===== config.mk =====
export PLATFORM = sky130hd
export DESIGN_NAME = pfm_pad_mux
export DESIGN_NICKNAME = d
export VERILOG_FILES = /design/src/pfm_pad_cell.sv /design/src/pfm_pad_mux.sv
export SDC_FILE = /design/constraint.sdc
export NUM_CORES = 1
export LEC_CHECK = 0
export BUFFER_PORTS_ARGS = -buffer_cell sky130_fd_sc_hd__buf_2
export CAP_MARGIN = 10
export CORE_MARGIN = 2
export CORE_UTILIZATION = 25
export DETAILED_ROUTE_END_ITERATION = 8
export GPL_TIMING_DRIVEN = 1
export PLACE_DENSITY_LB_ADDON = 0.25
export SLEW_MARGIN = 15
export SYNTH_ARGS = -nofsm -noshare
export SYNTH_HDL_FRONTEND = slang
export SYNTH_SLANG_ARGS = --single-unit
export TNS_END_PERCENT = 1

===== constraint.sdc =====
create_clock -name MCLK_I -period 4.7 [get_ports MCLK_I]
set_clock_uncertainty 0.05 [all_clocks]
set_input_delay 0.235 -clock MCLK_I [delete_from_list [all_inputs] [get_ports MCLK_I]]
set_output_delay 0.235 -clock MCLK_I [all_outputs]
set_load 0.03 [all_outputs]

===== src/pfm_pad_cell.sv =====
`timescale 1ns/1ns
package pfm_pkg;
  // ==========================================================
  // sizes and codes
  localparam int NPAD = 4;
  localparam int NMODE = 16;
  localparam int NIN = 4;
  localparam logic [3:0] MODE_PRIMARY = 4'h0;
  localparam logic [3:0] MODE_HIZ = 4'hF;

  // pad state codes
  localparam logic [2:0] ST_DRV0 = 3'h0;
  localparam logic [2:0] ST_DRV1 = 3'h1;
  localparam logic [2:0] ST_OFF = 3'h2;
  localparam logic [2:0] ST_PULL_LO = 3'h3;
  localparam logic [2:0] ST_PULL_HI = 3'h4;
  localparam logic [2:0] ST_CLK = 3'h5;

  // deselected input value codes
  localparam logic [1:0] DESEL_ZERO = 2'h0;
  localparam logic [1:0] DESEL_ONE = 2'h1;
  localparam logic [1:0] DESEL_PIN = 2'h2;

  typedef enum logic {PH_HOLD, PH_LIVE} pfm_phase_t;

  // ==========================================================
  // per-pad attributes
  localparam logic [2:0] POR_STATE [NPAD] =
    '{ST_PULL_LO, ST_OFF, ST_DRV0, ST_PULL_HI};
  localparam logic [2:0] REL_STATE [NPAD] =
    '{ST_PULL_LO, ST_CLK, ST_DRV1, ST_PULL_HI};
  localparam logic [3:0] REL_MODE [NPAD] = '{4'h0, 4'h3, 4'h1, 4'h7};
  localparam logic [15:0] DEF_MODES [NPAD] =
    '{16'h8005, 16'h800B, 16'h8007, 16'h8083};
  localparam logic [NPAD-1:0] HAS_PULL_HI = 4'hB;
  localparam logic [NPAD-1:0] HAS_PULL_LO = 4'hD;
  localparam logic [NPAD-1:0] PULL_EN_RST = 4'h9;
  localparam logic [NPAD-1:0] PULL_UP_RST = 4'h8;

  // ==========================================================
  // peripheral input sources
  localparam logic [1:0] IN_A_PAD [NIN] = '{2'h0, 2'h1, 2'h2, 2'h3};
  localparam logic [3:0] IN_A_MODE [NIN] = '{4'h0, 4'h3, 4'h0, 4'h0};
  localparam logic [1:0] IN_B_PAD [NIN] = '{2'h2, 2'h3, 2'h1, 2'h0};
  localparam logic [3:0] IN_B_MODE [NIN] = '{4'h2, 4'h1, 4'h1, 4'h2};
  localparam logic [1:0] IN_DESEL [NIN] =
    '{DESEL_ZERO, DESEL_ONE, DESEL_PIN, DESEL_PIN};
  localparam logic [1:0] IN_HOME_PAD [NIN] = '{2'h0, 2'h1, 2'h2, 2'h3};
endpackage

module pfm_pad_cell (
  input wire logic hold_i,          // power-on state phase
  input wire logic ovr_i,           // release state still applied
  input wire logic [2:0] por_st_i,  // power-on state code
  input wire logic [2:0] rel_st_i,  // release state code
  input wire logic [3:0] mode_i,    // selected mode
  input wire logic [15:0] def_i,    // defined modes mask
  input wire logic pull_en_i,       // pull enable
  input wire logic pull_up_i,       // pull direction, 1 = up
  input wire logic has_hi_i,        // pullup exists
  input wire logic has_lo_i,        // pulldown exists
  input wire logic [15:0] fout_i,   // function outputs per mode
  input wire logic [15:0] foe_i,    // function enables per mode
  input wire logic clk_tgl_i,       // toggling clock level
  output logic out_o,               // pad output level
  output logic oe_o,                // pad driver enable
  output logic pull_hi_o,           // pullup on
  output logic pull_lo_o            // pulldown on
);
  logic [2:0] st;

  always_comb begin
    st = hold_i ? por_st_i : rel_st_i;
    out_o = 1'b0;
    oe_o = 1'b0;
    pull_hi_o = 1'b0;
    pull_lo_o = 1'b0;
    if (hold_i || ovr_i) begin
      unique case (st)
        pfm_pkg::ST_DRV0: oe_o = 1'b1;
        pfm_pkg::ST_DRV1: begin
          oe_o = 1'b1;
          out_o = 1'b1;
        end
        pfm_pkg::ST_CLK: begin
          oe_o = 1'b1;
          out_o = clk_tgl_i;
        end
        pfm_pkg::ST_PULL_LO: pull_lo_o = has_lo_i;
        pfm_pkg::ST_PULL_HI: pull_hi_o = has_hi_i;
        pfm_pkg::ST_OFF: oe_o = 1'b0;
        default: oe_o = 1'b0;
      endcase
    end else begin
      // hiz setting and undefined modes leave the driver off
      if (mode_i != pfm_pkg::MODE_HIZ && def_i[mode_i]) begin
        oe_o = foe_i[mode_i];
        out_o = fout_i[mode_i] & foe_i[mode_i];
      end
      if (pull_en_i) begin
        if (has_hi_i && has_lo_i) begin
          pull_hi_o = pull_up_i;
          pull_lo_o = ~pull_up_i;
        end else begin
          pull_hi_o = has_hi_i;
          pull_lo_o = has_lo_i;
        end
      end
    end
  end
endmodule


===== src/pfm_pad_mux.sv =====
// Function
// - mode 0 routes the pad's primary function
// - default mode is the mode at release
// - warm reset release loads release mode
// - power-on reset applies per-pad reset state
// - warm release applies per-pad release state
// - driver off puts pad in high impedance
// - software enables pulls and picks direction on pads that have both pulls
// - unselected peripheral input gets deselected value
// - high impedance pad is never a selected input source, but still feeds a pin deselected value
`timescale 1ns/1ns
module pfm_pad_mux (
  input wire logic MCLK_I,                        // 20 MHz clock
  input wire logic RESET_I,                       // power-on reset, sync
  input wire logic SYSTEM_WARM_RESET_OUTPUT_I,    // warm reset out, high
  input wire logic CFG_WE_I,                      // config write strobe
  input wire logic [1:0] CFG_PAD_I,               // pad written
  input wire logic [3:0] CFG_MODE_I,              // mode to write
  input wire logic CFG_PULL_EN_I,                 // pull enable to write
  input wire logic CFG_PULL_UP_I,                 // pull direction
  input wire logic [63:0] FUNC_OUT_I,             // pad*16+mode outputs
  input wire logic [63:0] FUNC_OE_I,              // pad*16+mode enables
  input wire logic [3:0] PAD_IN_I,                // pad levels
  output logic [15:0] CFG_MODE_O,                 // mode fields, pad*4
  output logic [3:0] CFG_PULL_EN_O,               // pull enables
  output logic [3:0] CFG_PULL_UP_O,               // pull directions
  output logic [3:0] PAD_OUT_O,                   // pad output level
  output logic [3:0] PAD_OE_O,                    // pad driver enable
  output logic [3:0] PULLUP_ACTIVE_O,             // pullup on
  output logic [3:0] PULLDOWN_ACTIVE_O,           // pulldown on
  output logic [3:0] PERIPH_IN_O                  // peripheral inputs
);
  localparam int NP = pfm_pkg::NPAD;
  localparam int NM = pfm_pkg::NMODE;

  // ==========================================================
  // configuration and phase
  pfm_pkg::pfm_phase_t ph_r, ph_nxt;
  logic [NP-1:0][3:0] mode_r, mode_nxt;
  logic [NP-1:0] pull_en_r, pull_en_nxt;
  logic [NP-1:0] pull_up_r, pull_up_nxt;
  logic [NP-1:0] ovr_r, ovr_nxt;
  logic clk_tgl_r, clk_tgl_nxt;
  logic warm;

  assign warm = SYSTEM_WARM_RESET_OUTPUT_I;

  always_comb begin
    ph_nxt = ph_r;
    mode_nxt = mode_r;
    pull_en_nxt = pull_en_r;
    pull_up_nxt = pull_up_r;
    ovr_nxt = ovr_r;
    clk_tgl_nxt = ~clk_tgl_r;
    unique case (ph_r)
      pfm_pkg::PH_HOLD: begin
        if (!warm) begin
          ph_nxt = pfm_pkg::PH_LIVE;
          for (int i = 0; i < NP; i++) begin
            mode_nxt[i] = pfm_pkg::REL_MODE[i];
          end
          pull_en_nxt = pfm_pkg::PULL_EN_RST;
          pull_up_nxt = pfm_pkg::PULL_UP_RST;
          ovr_nxt = '1;
        end
      end
      pfm_pkg::PH_LIVE: begin
        if (warm) begin
          ph_nxt = pfm_pkg::PH_HOLD;
        end else if (CFG_WE_I) begin
          mode_nxt[CFG_PAD_I] = CFG_MODE_I;
          pull_en_nxt[CFG_PAD_I] = CFG_PULL_EN_I;
          pull_up_nxt[CFG_PAD_I] = CFG_PULL_UP_I;
          ovr_nxt[CFG_PAD_I] = 1'b0;
        end
      end
    endcase
  end

  always_ff @(posedge MCLK_I) begin
    if (RESET_I) begin
      ph_r <= pfm_pkg::PH_HOLD;
      for (int i = 0; i < NP; i++) begin
        mode_r[i] <= pfm_pkg::REL_MODE[i];
      end
      pull_en_r <= pfm_pkg::PULL_EN_RST;
      pull_up_r <= pfm_pkg::PULL_UP_RST;
      ovr_r <= '1;
      clk_tgl_r <= 1'b0;
    end else begin
      ph_r <= ph_nxt;
      mode_r <= mode_nxt;
      pull_en_r <= pull_en_nxt;
      pull_up_r <= pull_up_nxt;
      ovr_r <= ovr_nxt;
      clk_tgl_r <= clk_tgl_nxt;
    end
  end

  assign CFG_MODE_O = mode_r;
  assign CFG_PULL_EN_O = pull_en_r;
  assign CFG_PULL_UP_O = pull_up_r;

  // ==========================================================
  // pad input synchroniser, three stages
  logic [NP-1:0] s1_r, s2_r, s3_r, pad_val_r;
  logic [NP-1:0] pad_val_nxt;

  always_comb begin
    pad_val_nxt = pad_val_r;
    for (int i = 0; i < NP; i++) begin
      if (s2_r[i] == s3_r[i]) begin
        pad_val_nxt[i] = s3_r[i];
      end
    end
  end

  always_ff @(posedge MCLK_I) begin
    if (RESET_I) begin
      s1_r <= '0;
      s2_r <= '0;
      s3_r <= '0;
      pad_val_r <= '0;
    end else begin
      s1_r <= PAD_IN_I;
      s2_r <= s1_r;
      s3_r <= s2_r;
      pad_val_r <= pad_val_nxt;
    end
  end

  // ==========================================================
  // pad drive
  logic [NP-1:0] c_out, c_oe, c_hi, c_lo;
  logic hold;

  // reset itself selects the power-on state so pads settle at once
  assign hold = RESET_I || (ph_r == pfm_pkg::PH_HOLD);

  for (genvar g = 0; g < NP; g++) begin : g_pad
    pfm_pad_cell pfm_pad_cell_i (
      .hold_i(hold),
      .ovr_i(ovr_r[g]),
      .por_st_i(pfm_pkg::POR_STATE[g]),
      .rel_st_i(pfm_pkg::REL_STATE[g]),
      .mode_i(mode_r[g]),
      .def_i(pfm_pkg::DEF_MODES[g]),
      .pull_en_i(pull_en_r[g]),
      .pull_up_i(pull_up_r[g]),
      .has_hi_i(pfm_pkg::HAS_PULL_HI[g]),
      .has_lo_i(pfm_pkg::HAS_PULL_LO[g]),
      .fout_i(FUNC_OUT_I[g*NM +: NM]),
      .foe_i(FUNC_OE_I[g*NM +: NM]),
      .clk_tgl_i(clk_tgl_r),
      .out_o(c_out[g]),
      .oe_o(c_oe[g]),
      .pull_hi_o(c_hi[g]),
      .pull_lo_o(c_lo[g])
    );
  end

  // ==========================================================
  // peripheral input selection
  logic [pfm_pkg::NIN-1:0] periph_nxt;

  always_comb begin
    periph_nxt = '0;
    for (int k = 0; k < pfm_pkg::NIN; k++) begin
      // a pad in the hiz setting never matches a source mode
      if (mode_r[pfm_pkg::IN_A_PAD[k]] == pfm_pkg::IN_A_MODE[k]) begin
        periph_nxt[k] = pad_val_r[pfm_pkg::IN_A_PAD[k]];
      end else if (mode_r[pfm_pkg::IN_B_PAD[k]] ==
          pfm_pkg::IN_B_MODE[k]) begin
        periph_nxt[k] = pad_val_r[pfm_pkg::IN_B_PAD[k]];
      end else begin
        unique case (pfm_pkg::IN_DESEL[k])
          pfm_pkg::DESEL_ZERO: periph_nxt[k] = 1'b0;
          pfm_pkg::DESEL_ONE: periph_nxt[k] = 1'b1;
          pfm_pkg::DESEL_PIN:
            periph_nxt[k] = pad_val_r[pfm_pkg::IN_HOME_PAD[k]];
          default: periph_nxt[k] = 1'b0;
        endcase
      end
    end
  end

  always_ff @(posedge MCLK_I) begin
    PAD_OUT_O <= c_out;
    PAD_OE_O <= c_oe;
    PULLUP_ACTIVE_O <= c_hi;
    PULLDOWN_ACTIVE_O <= c_lo;
    if (RESET_I) begin
      PERIPH_IN_O <= '0;
    end else begin
      PERIPH_IN_O <= periph_nxt;
    end
  end
endmodule


==> flow_metrics.py <==
metrics = {
    "cells_and_area": {
        "synthToLayoutAreaGrowth_pct": 35.8,
        "nets": 653,
        "drive_above_1_share_pct": 45.5,
        "diodes": 0,
        "finish.utilization_pct": 34.8,
        "fin_area_um2": 4830,
    },
    "critical_path": {
        "cp.arrival_ns": 2.41,
        "critPathMaxStageDelay_ns": 0.71,
        "r2r_slack_ns": 2.48,
        "ff2ff_path_depth": 5,
        "critPathKind": "flop to flop",
        "crit_path_top_delay_cell": "nor2b_1",
        "startpoint": "ph_r$_SDFF_PP0_",
        "end_kind": "flop",
        "worstSetupStartpointType": "flop",
        "cp_num_buf_inv": 0,
        "crit-reg2reg-launch": "ph_r$_SDFF_PP0_",
        "critical_path.max_fanout": 16,
        "critPathRequiredTime_ns": 4.89,
        "crit_path_cell_trace": "nor2b_1 > and2_1 > o22a_1 > xor2_1 > a211oi_1",
        "path_delay_family": "simple AND/OR/NAND/NOR gates",
    },
    "worst_hold_path": {
        "whs_endpoint": "s1_r[0]$_SDFF_PP0_",
        "hold_path_class": "input port to flop",
        "hp-start": "PAD_IN_I[0]",
        "hold_depth": 2,
    },
    "clock_network": {
        "cts_resized": 0,
        "cts_buffer_depth": 2,
        "cts_buffers": 9,
        "post_cts_buffers": 0,
        "htree_num_levels": 3,
        "cts_tree": "done",
        "hold_buffers": 0,
        "clkTransAtPathRegs_ns": 0.06,
        "clk_latency_ns": 0.33,
        "cts.sinks": 68,
        "root_buffer": "clkbuf_16",
    },
    "power_and_ir_drop": {
        "p_sw_mw": 0.352,
        "leakagePower_nw": 2.25,
        "p_per_area_nw_per_um2": 318,
        "clkPwrFrac_pct": 46.8,
        "internal_power_mw": 1.18,
        "combPwrFrac_pct": 12.9,
        "p_seq_share_pct": 40.3,
        "peakVddDrop_mv": 0.251,
        "swShare_pct": 22.9,
    },
    "synth": {
        "synth_top_area_share_pct": 38.3,
        "async_reset_ff_share_pct": 0,
        "ys_seq_area_share_pct": 38.3,
        "ys_warn_count": 0,
        "ys_top_cells_by_area": "dfxtp_1 (38%), mux4_2 (16%), mux2i_1 (5.3%)",
        "syn-instance-count": 349,
        "synth_area_um2": 3560,
        "synth_cell_types": 55,
        "avgSynthCellArea_um2": 10.2,
        "synthFlopType": "dfxtp_1",
        "ys_ff_latch": 68,
        "synth_edf_count": 0,
        "synth.largest_area_cell": "dfxtp_1",
    },
    "placement": {
        "port_buffers": 181,
        "dpl.hpwl_um": 7970,
        "gp_congestion": 0.779,
        "dpl_cell_area_um2": 4510,
    },
    "drt": {
        "ant_nets": 0,
        "via_per_inst": 4.65,
        "dr_total_vias": 3227,
        "drt-total-wl_um": 10200,
        "avgRoutedWirePerCell_um": 14.7,
        "drc": 0,
        "drt-pass1-iter-count": 4,
        "drtIter0Drc": 137,
    },
    "job": {
        "max_cap_violations": 0,
    },
    "timing": {
        "rsz0062_at_grt": "false",
        "slew_violations": 0,
        "hold_violations": 0,
        "setup_tns_ns": 0,
        "fin_crit_sh_pct": 47.2,
        "finalSetupViolCount": 0,
        "maxSlewHeadroom_pct": 46.2,
        "worst_pin_slew_ns": 0.800,
        "timing.fmax_mhz": 450,
        "period_needed_ns": 2.22,
    },
    "floorplanning": {
        "die_y_um": 123,
        "ios": 188,
        "die_w_um": 123,
        "dieArea_um2": 15200,
        "core_um2": 13900,
        "start_util_pct": 25.6,
        "core.rowCount": 43,
    },
    "global_routing": {
        "track_usage_pct": 13.5,
        "grt_max_degree": 34,
        "antenna_found_initial": 0,
        "overflow": 0,
        "grt_pass1_vias": 3223,
        "grt_pass1_wl_um": 15500,
    },
    "outcome": {
        "outcome": "finished clean",
    },
}
## registers in the layout, summed over array words and instances, names as in the netlist, 3 cells and up, named ones only
register and count:
PULLUP_ACTIVE_O 3, CFG_PULL_UP_O 4, s2_r 4, s1_r 4, s3_r 4, PAD_OUT_O 4
CFG_PULL_EN_O 4, ovr_r 4, PAD_OE_O 4, CFG_MODE_O 16, pad_val_r 4, PERIPH_IN_O 4
PULLDOWN_ACTIVE_O 3
## stage by stage
stage                     total power, mW  setup slack (ns)  instances  hold WS [ns]
after global placement              0.828              2.48        678         0.351
after global routing                 1.60              2.28        694        0.0660
after CTS                            1.56              2.46        694        0.0552
after detailed placement            0.832              2.48        678         0.357
final                                1.54              2.48        694        0.0663
after floorplan                     0.746              2.52        350         0.294
## cells in the final DEF (no fill, tap or decap), types with 9 or more instances in the layout
cell | synthesis | routed
nand2_1 | 28 | 28
nor2b_1 | 14 | 14
clkbuf_16 | 0 | 9
dfxtp_1 | 68 | 68
nor2_1 | 28 | 28
nand2b_1 | 10 | 10
mux2i_1 | 19 | 19
buf_2 | 10 | 181
mux4_2 | 26 | 26
a21oi_1 | 11 | 11
o21ai_0 | 13 | 13
## worst max path at each step
stage                     depth (start not counted)                       to  slack [ns]
after floorplan                                   4  PAD_OUT_O[0]$_SDFF_PP0_        2.52
after global placement                            5                     flop        2.48
after detailed placement                          4  PAD_OUT_O[0]$_SDFF_PP0_        2.48
after CTS                                         4  PAD_OUT_O[0]$_SDFF_PP0_        2.46
after global routing                              5                     flop        2.28
final                                             5                     flop        2.48
## cell type report
type                    instances  area [µm²]
multi-input cells             243        2000
clock inverters                 4        72.6
flip-flops and latches         68        1360
clock buffers                  12         246
inverters                       6        22.5
fillers                      1476        9050
repair buffers                181         906
well taps                     180         225
## cells in the mapped netlist, drive strengths merged, types with 4 or more instances
cell / number
mux2i: 19
nand3b: 5
dfxtp: 68
nand3: 5
nand2b: 10
a2bb2oi: 6
nor2b: 15
clkbuf: 11
mux2: 5
mux4: 26
and2: 6
a21o: 4
o21ai: 13
nor4: 4
a21oi: 11
a32oi: 4
nor2: 28
and3: 4
inv: 6
nor3: 6
nand2: 28
buf: 22
## kinds of logic (layout without fill, tap and decap cells)
| kind of cell | after synthesis | in the layout | synth area share (%) |
|---|---|---|---|
| AND/OR/NAND/NOR | 122 | 122 | 18.2 |
| AO/OA/AOI/OAI | 68 | 68 | 14.1 |
| flip-flops | 68 | 68 | 38.3 |
| multiplexers | 50 | 50 | 23.4 |
| buffers and inverters | 39 | 203 | 5.73 |
| other | 1 | 2 | 0.105 |
| XOR/XNOR | 1 | 1 | 0.246 |
## routing by layer
| metal | track usage (%) | share of wire, % | wire length, µm | vias to the layer above |
|---|---|---|---|---|
| met1 | 15.7 | 41 | 4150 | 1537 |
| met4 | 3.91 | 0.97 | 99 | 0 |
| met2 | 23.2 | 51 | 5230 | 80 |
| met5 | 0 | 0 | 0 | - |
| li1 | - | - | - | 1601 |
| met3 | 4.75 | 7.3 | 749 | 9 |
## power groups by stage
stage	logic [mW]	registers, mW	clock network [mW]
finish	0.199	0.619	0.718
global route	0.218	0.623	0.763
CTS	0.201	0.620	0.739
detailed placement	0.200	0.632	0
global placement	0.197	0.631	0
floorplan	0.117	0.629	0
No activity file was read; power rests on OpenSTA's default activity.
